### src/cmp_pkg.sv
// Purpose: Shared constants for the configuration message port.
// Assumes: Interconnect tokens are eight bits with a control flag.
// Notes: Values are the token codes carried on the link, plus endpoint codes, field widths and byte counts.
package cmp_pkg;
	localparam int TOK_W = 8;
	localparam int RET_W = 24;
	localparam int REGNUM_W = 16;
	localparam int WORD_W = 32;
	localparam logic [7:0] TOK_WRITE = 8'hC0;
	localparam logic [7:0] TOK_READ = 8'hC1;
	localparam logic [7:0] TOK_PREAD = 8'h25;
	localparam logic [7:0] TOK_ACK = 8'h03;
	localparam logic [7:0] TOK_NACK = 8'h04;
	localparam logic [7:0] TOK_END = 8'h01;
	localparam logic [7:0] PS_RES_TYPE = 8'h0C;
	localparam int PS_SHIFT = 8;
	localparam logic [15:0] TILE_EP_CODE = 16'hC20C;
	localparam logic [15:0] NODE_EP_CODE = 16'hC30C;
	localparam logic [7:0] PERIPH_EP_CODE = 8'h02;
	localparam logic [1:0] RET_BYTES_M1 = 2'h2;
	localparam logic [1:0] REG_BYTES_M1 = 2'h1;
	localparam logic [1:0] DATA_BYTES_M1 = 2'h3;
	localparam logic [2:0] WORD_BYTES = 3'h4;
	typedef enum logic [1:0] {OP_WRITE, OP_READ, OP_PREAD} cmp_op_e;
endpackage

### src/cmp_bank_if.sv
// Purpose: Single access port shared by the message engine and status port to reach the register bank.
// Assumes: One access per cycle; read data is combinational.
// Notes: hit is low for register numbers the bank does not hold.
`timescale 1ns/100ps
interface cmp_bank_if;
	logic we;
	logic [15:0] addr;
	logic [31:0] wdata;
	logic [31:0] rdata;
	logic hit;
	modport master (output we, output addr, output wdata, input rdata,
		input hit);
	modport bank (input we, input addr, input wdata, output rdata,
		output hit);
endinterface

### src/cmp_msg_port.sv
// Purpose: Token-framed configuration endpoint with a status word port.
// Assumes: Token streams use valid/ready; a status request holds until ack.
// Notes: Data bytes of multi-byte fields travel most significant first.
//
// Overview of operation
// Status resource id is register number shifted left eight, ORed with 0x0C.
// Status port reads or writes one whole 32-bit word by resource id.
// Tile access targets destination tile id over endpoint code C20C.
// Node access targets node id in upper 16 bits over code C30C.
// Peripheral access: node id, peripheral id in 15:8, 0x02 low byte.
// Write: token 192, 24-bit return id, 16-bit register, 32-bit data, token 1.
// Write reply is tokens 3,1 on success, tokens 4,1 on failure.
// Read: token 193, 24-bit return id, 16-bit register, token 1.
// Read reply is token 3, 32 data bits, token 1; failure 4,1.
// Peripheral read: token 37, return id, 8-bit register, size, token 1.
// Replies go to the return id; act only after closing token 1.
// Unknown register or unknown opening token gives the failure reply.
`timescale 1ns/100ps
module cmp_msg_port #(
	parameter int NREG = 16
) (
	input wire logic clk_i,
	input wire logic rst_n_i,
	input wire logic rx_valid_i,
	input wire logic rx_ctrl_i,
	input wire logic [7:0] rx_data_i,
	output logic rx_ready_o,
	output logic tx_valid_o,
	output logic tx_ctrl_o,
	output logic [7:0] tx_data_o,
	output logic [23:0] tx_dest_o,
	input wire logic tx_ready_i,
	input wire logic ps_req_i,
	input wire logic ps_wr_i,
	input wire logic [15:0] ps_resid_i,
	input wire logic [31:0] ps_wdata_i,
	output logic ps_ack_o,
	output logic ps_err_o,
	output logic [31:0] ps_rdata_o
);
	typedef enum logic [3:0] {
		ST_IDLE, ST_RET, ST_REG, ST_SIZE, ST_DATA, ST_END, ST_DRAIN,
		ST_EXEC, ST_HDR, ST_BODY, ST_TAIL
	} cmp_state_e;

	cmp_bank_if bank_bus ();

	cmp_reg_bank #(.NREG(NREG)) u_bank (
		.clk_i(clk_i),
		.rst_n_i(rst_n_i),
		.bus(bank_bus)
	);

	cmp_state_e state, next_state;
	cmp_pkg::cmp_op_e op, next_op;
	logic bad, next_bad;
	logic [1:0] cnt, next_cnt;
	logic [23:0] ret_id, next_ret_id;
	logic [15:0] regnum, next_regnum;
	logic [7:0] size, next_size;
	logic [31:0] word, next_word;
	logic [2:0] left, next_left;
	logic next_rx_ready, next_tx_valid, next_tx_ctrl;
	logic [7:0] next_tx_data;
	logic [23:0] next_tx_dest;
	logic next_ps_ack, next_ps_err;
	logic [31:0] next_ps_rdata;
	logic rx_take, tx_done, ctrl_end, ps_sel, ok;

	always_comb begin
		rx_take = rx_valid_i && rx_ready_o;
		tx_done = tx_valid_o && tx_ready_i;
		ctrl_end = rx_ctrl_i && rx_data_i == cmp_pkg::TOK_END;
		ps_sel = state != ST_EXEC && ps_req_i && !ps_ack_o;
		bank_bus.we = 1'b0;
		bank_bus.addr = regnum;
		bank_bus.wdata = word;
		ok = 1'b0;
		if (state == ST_EXEC) begin
			ok = !bad && bank_bus.hit;
			if (op == cmp_pkg::OP_PREAD) begin
				ok = ok && size != 8'h0 && size <= 8'(cmp_pkg::WORD_BYTES);
			end
			bank_bus.we = ok && op == cmp_pkg::OP_WRITE;
		end else if (ps_sel) begin
			bank_bus.addr = 16'(ps_resid_i >> cmp_pkg::PS_SHIFT);
			bank_bus.wdata = ps_wdata_i;
			bank_bus.we = ps_wr_i && ps_resid_i[7:0] == cmp_pkg::PS_RES_TYPE;
		end
	end

	always_comb begin
		next_ps_ack = ps_sel;
		next_ps_err = ps_err_o;
		next_ps_rdata = ps_rdata_o;
		if (ps_sel) begin
			next_ps_err = ps_resid_i[7:0] != cmp_pkg::PS_RES_TYPE ||
				!bank_bus.hit;
			next_ps_rdata = bank_bus.rdata;
		end
	end

	always_comb begin
		next_state = state;
		next_op = op;
		next_bad = bad;
		next_cnt = cnt;
		next_ret_id = ret_id;
		next_regnum = regnum;
		next_size = size;
		next_word = word;
		next_left = left;
		next_tx_valid = tx_valid_o;
		next_tx_ctrl = tx_ctrl_o;
		next_tx_data = tx_data_o;
		next_tx_dest = tx_dest_o;
		unique case (state)
			ST_IDLE: begin
				if (rx_take && rx_ctrl_i && !ctrl_end) begin
					next_bad = 1'b0;
					next_cnt = 2'h0;
					next_ret_id = 24'h0;
					next_regnum = 16'h0;
					next_size = 8'h0;
					next_state = ST_RET;
					if (rx_data_i == cmp_pkg::TOK_WRITE) begin
						next_op = cmp_pkg::OP_WRITE;
					end else if (rx_data_i == cmp_pkg::TOK_READ) begin
						next_op = cmp_pkg::OP_READ;
					end else if (rx_data_i == cmp_pkg::TOK_PREAD) begin
						next_op = cmp_pkg::OP_PREAD;
					end else begin
						next_bad = 1'b1;
						next_state = ST_DRAIN;
					end
				end
			end
			ST_RET, ST_REG, ST_SIZE, ST_DATA: begin
				if (rx_take && rx_ctrl_i) begin
					next_bad = 1'b1;
					next_state = ctrl_end ? ST_EXEC : ST_DRAIN;
				end else if (rx_take) begin
					next_cnt = cnt + 2'h1;
					if (state == ST_RET) begin
						next_ret_id = {ret_id[15:0], rx_data_i};
						if (cnt == cmp_pkg::RET_BYTES_M1) begin
							next_cnt = 2'h0;
							next_state = ST_REG;
						end
					end else if (state == ST_REG) begin
						next_regnum = {regnum[7:0], rx_data_i};
						if (op == cmp_pkg::OP_PREAD) begin
							next_cnt = 2'h0;
							next_state = ST_SIZE;
						end else if (cnt == cmp_pkg::REG_BYTES_M1) begin
							next_cnt = 2'h0;
							next_state = op == cmp_pkg::OP_WRITE ?
								ST_DATA : ST_END;
						end
					end else if (state == ST_SIZE) begin
						next_size = rx_data_i;
						next_state = ST_END;
					end else begin
						next_word = {word[23:0], rx_data_i};
						if (cnt == cmp_pkg::DATA_BYTES_M1) begin
							next_state = ST_END;
						end
					end
				end
			end
			ST_END: begin
				if (rx_take) begin
					next_bad = !ctrl_end;
					next_state = ctrl_end ? ST_EXEC : ST_DRAIN;
				end
			end
			ST_DRAIN: begin
				if (rx_take && ctrl_end) begin
					next_state = ST_EXEC;
				end
			end
			ST_EXEC: begin
				next_tx_valid = 1'b1;
				next_tx_ctrl = 1'b1;
				next_tx_dest = ret_id;
				next_tx_data = ok ? cmp_pkg::TOK_ACK : cmp_pkg::TOK_NACK;
				next_left = 3'h0;
				next_word = bank_bus.rdata;
				if (ok && op == cmp_pkg::OP_READ) begin
					next_left = cmp_pkg::WORD_BYTES;
				end else if (ok && op == cmp_pkg::OP_PREAD) begin
					next_left = size[2:0];
					next_word = bank_bus.rdata <<
						{3'(cmp_pkg::WORD_BYTES - size[2:0]), 3'h0};
				end
				next_state = ST_HDR;
			end
			ST_HDR, ST_BODY: begin
				if (tx_done) begin
					if (left != 3'h0) begin
						next_tx_ctrl = 1'b0;
						next_tx_data = word[31:24];
						next_word = {word[23:0], 8'h0};
						next_left = left - 3'h1;
						next_state = ST_BODY;
					end else begin
						next_tx_ctrl = 1'b1;
						next_tx_data = cmp_pkg::TOK_END;
						next_state = ST_TAIL;
					end
				end
			end
			ST_TAIL: begin
				if (tx_done) begin
					next_tx_valid = 1'b0;
					next_state = ST_IDLE;
				end
			end
			default: next_state = ST_IDLE;
		endcase
		next_rx_ready = next_state inside {ST_IDLE, ST_RET, ST_REG, ST_SIZE,
			ST_DATA, ST_END, ST_DRAIN};
	end

	always_ff @(posedge clk_i or negedge rst_n_i) begin
		if (!rst_n_i) begin
			state <= ST_IDLE;
			op <= cmp_pkg::OP_WRITE;
			bad <= 1'b0;
			cnt <= 2'h0;
			ret_id <= 24'h0;
			regnum <= 16'h0;
			size <= 8'h0;
			word <= 32'h0;
			left <= 3'h0;
			rx_ready_o <= 1'b1;
			tx_valid_o <= 1'b0;
			tx_ctrl_o <= 1'b0;
			tx_data_o <= 8'h0;
			tx_dest_o <= 24'h0;
			ps_ack_o <= 1'b0;
			ps_err_o <= 1'b0;
			ps_rdata_o <= 32'h0;
		end else begin
			state <= next_state;
			op <= next_op;
			bad <= next_bad;
			cnt <= next_cnt;
			ret_id <= next_ret_id;
			regnum <= next_regnum;
			size <= next_size;
			word <= next_word;
			left <= next_left;
			rx_ready_o <= next_rx_ready;
			tx_valid_o <= next_tx_valid;
			tx_ctrl_o <= next_tx_ctrl;
			tx_data_o <= next_tx_data;
			tx_dest_o <= next_tx_dest;
			ps_ack_o <= next_ps_ack;
			ps_err_o <= next_ps_err;
			ps_rdata_o <= next_ps_rdata;
		end
	end
endmodule // cmp_msg_port

### src/cmp_reg_bank.sv
// Purpose: Array of configuration words behind the message port.
// Assumes: Writes land on the clock edge when we is high and hit.
// Notes: Register numbers at or above NREG miss.
`timescale 1ns/100ps
module cmp_reg_bank #(
	parameter int NREG = 16
) (
	input wire logic clk_i,
	input wire logic rst_n_i,
	cmp_bank_if.bank bus
);
	logic [31:0] mem [NREG];

	always_comb begin
		bus.hit = bus.addr < 16'(NREG);
		bus.rdata = bus.hit ? mem[bus.addr[$clog2(NREG)-1:0]] : 32'h0;
	end

	always_ff @(posedge clk_i or negedge rst_n_i) begin
		if (!rst_n_i) begin
			for (int i = 0; i < NREG; i++) begin
				mem[i] <= 32'h0;
			end
		end else if (bus.we && bus.hit) begin
			mem[bus.addr[$clog2(NREG)-1:0]] <= bus.wdata;
		end
	end
endmodule // cmp_reg_bank

### config.mk
export PLATFORM = sky130hd
export DESIGN_NAME = cmp_msg_port
export DESIGN_NICKNAME = d
export VERILOG_FILES = /design/src/cmp_pkg.sv /design/src/cmp_bank_if.sv /design/src/cmp_msg_port.sv /design/src/cmp_reg_bank.sv
export SDC_FILE = /design/constraint.sdc
export NUM_CORES = 1
export LEC_CHECK = 0
export BUFFER_PORTS_ARGS = -buffer_cell sky130_fd_sc_hd__buf_2
export CAP_MARGIN = 20
export CORE_UTILIZATION = 65
export DETAILED_ROUTE_END_ITERATION = 8
export MAX_ROUTING_LAYER = met4
export PLACE_DENSITY = 0.83
export SLEW_MARGIN = 30
export SYNTH_ARGS = -nofsm -noshare
export SYNTH_HDL_FRONTEND = slang
export SYNTH_SLANG_ARGS = --single-unit
### constraint.sdc
create_clock -name clk_i -period 7.7 [get_ports clk_i]
set_input_delay 1.155 -clock clk_i [delete_from_list [all_inputs] [get_ports clk_i]]
set_output_delay 1.155 -clock clk_i [all_outputs]
set_load 0.02 [all_outputs]
# Word-level counts from Yosys, hierarchy flattened
# Index checks and enable logic that the tools add are counted.
dict set report word_totals {
  register_bits 673
  in_bits 63
  out_inout_bits 69
  elab_cells 228
}
dict set report classes {
  add_sub_neg 3
  order_cmp 4
  eq_ne 42
  shifts 1
  mux 98
  bitwise 1
  reduce_logical 46
}
# op n
set ops {}
lappend ops {{bitwise mux 512 bit} 1}
lappend ops {{2-to-1 mux 32 bit} 15}
lappend ops {{binary-select mux 32 bit (select 4 bit)} 1}
lappend ops {{demux 32 bit (select 4 bit)} 1}
lappend ops {{2-to-1 mux 16 bit} 7}
lappend ops {{2-to-1 mux 24 bit} 4}
lappend ops {{case mux 32 bit (3 select lines)} 1}
lappend ops {{2-to-1 mux 8 bit} 8}
lappend ops {{2-to-1 mux 4 bit} 14}
lappend ops {{case mux 24 bit (2 select lines)} 1}
lappend ops {{case mux 16 bit (2 select lines)} 1}
lappend ops {{case mux 8 bit (2 select lines)} 2}
lappend ops {{left shift 32 x 6 -> 32 bit} 1}
lappend ops {{== test 4 x 3 -> 1 bit (second input constant)} 7}
lappend ops {{inequality test 2 bit (second input constant)} 14}
lappend ops {{case mux 4 bit (7 select lines)} 1}
lappend ops {{2-to-1 mux 2 bit} 12}
lappend ops {{2-to-1 mux 3 bit} 8}
lappend ops {{logical AND 1 bit} 17}
lappend ops {{== test 4 x 2 -> 1 bit (second input constant)} 4}
lappend ops {{== test 8 bit (second input constant)} 2}
lappend ops {{< comparator 16 x 5 -> 1 bit (second input constant)} 1}
lappend ops {{2-to-1 mux 1 bit} 16}
lappend ops {{== test 4 bit (second input constant)} 3}
lappend ops {{other kinds (36)} 53}

# Logic depth before layout (Yosys ltp)
dict set report logic_depth {
  word_depth 16
  depth_mapped 14
  depth_no_buf 10
}

# By module
# Synthesis repeated with hierarchy kept, for this count alone.
dict set report unflattened {
  cells_unflattened 2377
  area_unflattened_um2 31874.3
}
# mod instances cells_each area_each_um2 seq_area_each_um2
set modules_own_cells {}
lappend modules_own_cells {cmp_reg_bank 1 1477 23336.1 12812.3}
lappend modules_own_cells {cmp_msg_port 1 900 8538.2 4030.1}

# Worst setup path after synthesis
# No wires, ideal clock.
dict set report synth_path {
  kind {input to register}
  start {in ps_resid_i[15]}
  end {reg u_bank.mem[426] (netlist bit)}
  setup_ns 0.134
  t_arrival_ns 3.292
  t_required_ns 7.566
  setup_slack_ns 4.274
  cell_stages 10
  path_buffers 3
  cell_sequence {or4_1 > nor3_2 > nor2b_1 > clkbuf_1 > nor2_4 > buf_4 > nand3_2 > clkbuf_1 > nand2_1 > o21ai_0}
}
dict set report synth_between {
  elab_chain_len 11
}
# element line_no
set synth_rtl {}
lappend synth_rtl {{start: declaration} cmp_msg_port.sv:35} ;# input wire logic [15:0] ps_resid_i,
lappend synth_rtl {{2-to-1 mux 16 bit *} cmp_msg_port.sv:85} ;# end else if (ps_sel) begin
lappend synth_rtl {{2-to-1 mux 16 bit *} cmp_msg_port.sv:79} ;# if (state == ST_EXEC) begin
lappend synth_rtl {{< comparator 16 x 5 -> 1 bit *} cmp_reg_bank.sv:15} ;# bus.hit = bus.addr < 16'(NREG);
lappend synth_rtl {{logical AND 1 bit} cmp_msg_port.sv:80} ;# ok = !bad && bank_bus.hit;
lappend synth_rtl {{logical AND 1 bit (2 in series)} cmp_msg_port.sv:82} ;# ok = ok && size != 8'h0 && size <= 8'(cmp_pkg::WORD_BYTES);
lappend synth_rtl {{2-to-1 mux 1 bit} cmp_msg_port.sv:81} ;# if (op == cmp_pkg::OP_PREAD) begin
lappend synth_rtl {{2-to-1 mux 1 bit} cmp_msg_port.sv:79}
lappend synth_rtl {{logical AND 1 bit} cmp_msg_port.sv:84} ;# bank_bus.we = ok && op == cmp_pkg::OP_WRITE;
lappend synth_rtl {{2-to-1 mux 1 bit} cmp_msg_port.sv:79}
lappend synth_rtl {{logical AND 1 bit *} cmp_reg_bank.sv:24} ;# end else if (bus.we && bus.hit) begin
lappend synth_rtl {{end signal: indexed assignment} cmp_reg_bank.sv:25} ;# mem[bus.addr[$clog2(NREG)-1:0]] <= bus.wdata;
lappend synth_rtl {{end: declaration} cmp_reg_bank.sv:12} ;# logic [31:0] mem [NREG];
# Every way passes the cells marked *; elsewhere a longest branch is shown, timed or not. The select of a mux whose other input is x is not followed.
# A chain may end at the register's enable or synchronous reset.

# Worst setup path in the final report
dict set report layout_path {
  start {reg state[0]}
  end {reg u_bank.mem[151] (netlist bit)}
}
dict set report layout_between {
  elab_chain_len 14
  word_cells_on_any_way 25
  classes_between {3 x order compare; 2 x eq/ne; 11 x mux; 1 x bitwise; 8 x reduce/logical}
}
# element line_no
set layout_rtl {}
lappend layout_rtl {{start: declaration} cmp_msg_port.sv:54} ;# cmp_state_e state, next_state;
lappend layout_rtl {{start signal: assignment} cmp_msg_port.sv:245} ;# state <= next_state;
lappend layout_rtl {{inequality test 4 x 3 -> 1 bit} cmp_msg_port.sv:74} ;# ps_sel = state != ST_EXEC && ps_req_i && !ps_ack_o;
lappend layout_rtl {{logical AND 1 bit (2 in series)} cmp_msg_port.sv:74}
lappend layout_rtl {{2-to-1 mux 16 bit} cmp_msg_port.sv:85}
lappend layout_rtl {{2-to-1 mux 16 bit} cmp_msg_port.sv:79}
lappend layout_rtl {{< comparator 16 x 5 -> 1 bit} cmp_reg_bank.sv:15}
lappend layout_rtl {{logical AND 1 bit} cmp_msg_port.sv:80}
lappend layout_rtl {{logical AND 1 bit (2 in series)} cmp_msg_port.sv:82}
lappend layout_rtl {{2-to-1 mux 1 bit} cmp_msg_port.sv:81}
lappend layout_rtl {{2-to-1 mux 1 bit} cmp_msg_port.sv:79}
lappend layout_rtl {{logical AND 1 bit} cmp_msg_port.sv:84}
lappend layout_rtl {{2-to-1 mux 1 bit} cmp_msg_port.sv:79}
lappend layout_rtl {{logical AND 1 bit} cmp_reg_bank.sv:24}
# Parallel ways exist; a longest one is shown, timed or not. The select of a mux whose other input is x is not followed.

==> metrics.md <==
| Metric | Value |
|---|---|
| Status | finished clean |
| Setup WS pre-CTS | between 2 and 3 ns |
| Filler cells | roughly 3,300 |
| CP peak stage delay | ~0.7 ns |
| Global-route wire length before repair | about 150 mm |
| CP Class | register to register |
| CTS tree | built |
| Yosys warnings | 0 |
| Post-synth EDFFs | 0 |
| CP dominant cell by count | buf_4 |
| RePlAce Congestion | between 0.9 and 1 |
| Die area | 48,500 um^2 |
| Max Clock Freq | around 200 MHz |
| Initial core utilization | 66.1% |
| Fin Hold WS | around 0.4 ns |
| Fraction of layout instances using a drive strength above 1 | 11.4% |
| Gr usage total | roughly two fifths |
| CORE AREA | 46,800 um^2 |
| Arrival @ worst endpoint | about 5.4 ns |
| Most common cell after layout, fill and taps aside | nand2_1 |
| Post-synth top flop | dfrtp_1 |
| FP Rows | 79 |
| Syn_nets | around 3,300 |
| Clock Sinks | 673 |
| Clk Latency, worst-skew pair | about 0.62 ns |
| TritonCTS buffer count | slightly below 70 |
| Buf/Inv on CP | 3 |
| Worst Hold Class | input pin to asynchronous set/reset pin |
| Post-CTS setup repair buffer count | 0 |
| Num ports | around 130 |
| Initial DRT Pass Iterations | 6 |
| Final Power | 7.53 mW |
| I/O Buffers | around 130 |
| Routed wire length | 97.1 mm |
| Register area share after synthesis | 54.5% |
| Initial antenna violation count | 3 |
| Yosys cell types | 78 |
| Die Width | roughly 220 um |
| Post-synth ARST share | 100% |
| Post-cts sizing count | 0 |
| Cell area after layout | around 34,000 um^2 |
| Max_slew headroom | between 20 and 30% |
| DR vias/cell | between 6 and 7 |
| CP Data Required Time | between 8 and 9 ns |
| Final Hold Viols | 0 |
| Via count | between 20,000 and 30,000 |
| CP max-delay cell | nand3_2 |
| Root Driver | clkbuf_16 |
| Crit-path max FO | 65 |
| Setup TNS | 0 ns |
| Synth Cell Area | 30,900 um^2 |
| Element type at the critical path end | register |
| Placed cell area | roughly 32,000 um^2 |
| HPWL Detailed | 58.9 mm |
| Sequential standard cell area | 16,800 um^2 |
| Tmin final | around 5 ns |
| Nets | 3,339 |
| H-tree levels | 3 |
| Starting DRT DRC Count | approximately 3,600 |
| DRC violations left | 0 |
| Final Cycle Share | 64.4% |
| Largest net degree at the start of global routing | about 190 |
| RSZ-0062 raised after global routing | false |
| Worst setup SP type | register |
| Synthesis-stage register bit count | between 600 and 700 |
| Bufs on Longest Clock Path | 3 |
| Multi-input gate area | roughly 13,000 um^2 |
| Die H | around 220 um |
| Gr ovfl total | 0 |
| Antenna viol nets, final | 0 |
| Number of global-route vias before repair | about 26,000 |
| Pleak | approximately 16 nW |
| Clock skew | around 0.023 ns |
| Worst setup margin | 2.74 ns |
| Mean area per synthesized cell | 9.44 um^2 |
| Clk slew on worst S/H paths | ~0.060 ns |
| CP Cell Sequence | nand4b_1 -> buf_4 -> nand2_2 -> inv_1 -> a41oi_1 -> nor2_4 -> nand3_2 -> buf_4 -> nand2_1 -> o21ai_0 |
| Wire length per cell | around 25 um |
| Final setup vio count | 0 |
| Mapped Cells | about 3,300 |
| Cts hold-fix bufs | 0 |
| Max cap viols | 0 |
| Layout area overhead | 10.3% |
| Pin slew with the least headroom to its limit | roughly 1.1 ns |
| Largest delay share family, worst path | simple AND/OR/NAND/NOR gates |
| Worst ir drop on vdd | a little under 200 uV |
| PD cells | between 200 and 250 nW/um^2 |
| Commonest non-fill, non-tap cells in the layout | nand2_1 (752), dfrtp_1 (672), o21ai_0 (595), a21o_1 (226), buf_2 (130) |
| Final Max Slew Viols | 0 |
-- cell type report --
type | count | share of cell area (%)
Multi-Input combinational cell | 2301 | 37.5
Sequential cell | 673 | 49.4
Clock inverter | 18 | 0.686
Inverter | 15 | 0.165
Timing Repair Buffer | 207 | 3.95
Clock buffer | 101 | 6.07
Antenna cell | 3 | 0.0220
Tap cell | 607 | 2.23
-- flip-flops by register name, indices dropped and copies added (netlist names), 2 cells and up --
name and count:
tx_data_o 8, cnt 2, size 8, ret_id 24
op 2, regnum 16, left 3, u_bank.mem 512
state 4, ps_rdata_o 32, word 32, tx_dest_o 24
-- report_power, final --
part / total [mW] / leakage [nW] / switching, mW / internal, mW
clock: 3.42 / 1.13 / 1.41 / 2.01
sequential: 3.56 / 9.33 / 0.0102 / 3.55
combinational: 0.551 / 5.35 / 0.389 / 0.162
-- cell usage after synthesis, drive strengths merged (7+ instances only) --
library cell,number,area [um^2]
nand2,753,2830
dfrtp,672,16800
o21ai,625,3160
a21o,226,1700
clkbuf,185,694
a21oi,129,646
buf,103,727
o22ai,101,632
nor2,69,269
a41oi,43,377
mux2i,40,400
nand3,28,200
a22o,22,193
nand4,22,138
nor3,17,90.1
a22oi,16,120
o21a,16,120
o41ai,16,140
inv,15,56.3
nor4,15,93.8
a2111oi,13,241
a31oi,11,68.8
and2,9,58.8
ha,9,113
nand2b,9,56.3
o221ai,9,78.8
nor2b,8,50.1
a221oi,7,67.6
and3,7,43.8
-- cell families (layout without fill, tap and decap cells) --
group | after synthesis | in the layout | share of synthesized area, %
compound gates | 1285 | 1285 | 25.9
simple gates | 962 | 962 | 13.1
flops | 673 | 673 | 54.5
buf+inv | 303 | 341 | 4.78
mux | 43 | 43 | 1.40
fa+ha+maj | 9 | 9 | 0.364
xor+xnor | 2 | 2 | 0.0567
other cells | 0 | 3 | 0
-- worst register-to-register path, stage by stage (launching register included) --
cell	delay (ns)
dfrtp_1	0.64
nand4b_1	0.22
buf_4	0.62
nand2_2	0.59
inv_1	0.19
a41oi_1	0.33
nor2_4	0.64
nand3_2	0.68
buf_4	0.55
nand2_1	0.19
o21ai_0	0.13
-- routing by layer --
| layer | part of all wire (%) | global-route usage, % | vias up |
|---|---|---|---|
| li1 | - | - | 11573 |
| met1 | 38 | 52.9 | 13234 |
| met2 | 46 | 62.7 | 1695 |
| met3 | 11 | 10.0 | 410 |
| met4 | 5.8 | 22.4 | 0 |
| met5 | 0 | - | - |
-- metrics by stage --
step / util [%] / instances
CTS: 72.7 / 3919
finish: 73.0 / 3925
detailed placement: 67.8 / 3800
global placement: 67.6 / 3800
floorplan: - / 3277
global route: 73.0 / 3925
-- final timing paths --
path	start	to	slack, ns	cells after the start
worst min register to register	tx_dest_o[3]	tx_dest_o[3]	0.47	2
worst min-delay path	rst_n_i	u_bank.mem[185]	0.40	1
worst max-delay path	state[0]	u_bank.mem[151]	2.74	10
max in group asynchronous	rst_n_i	tx_dest_o[2]	5.77	3
worst max register to register	state[0]	u_bank.mem[151]	2.74	10
min in group clk_i	tx_dest_o[3]	tx_dest_o[3]	0.47	2
Power figures use the tool's default switching activity.
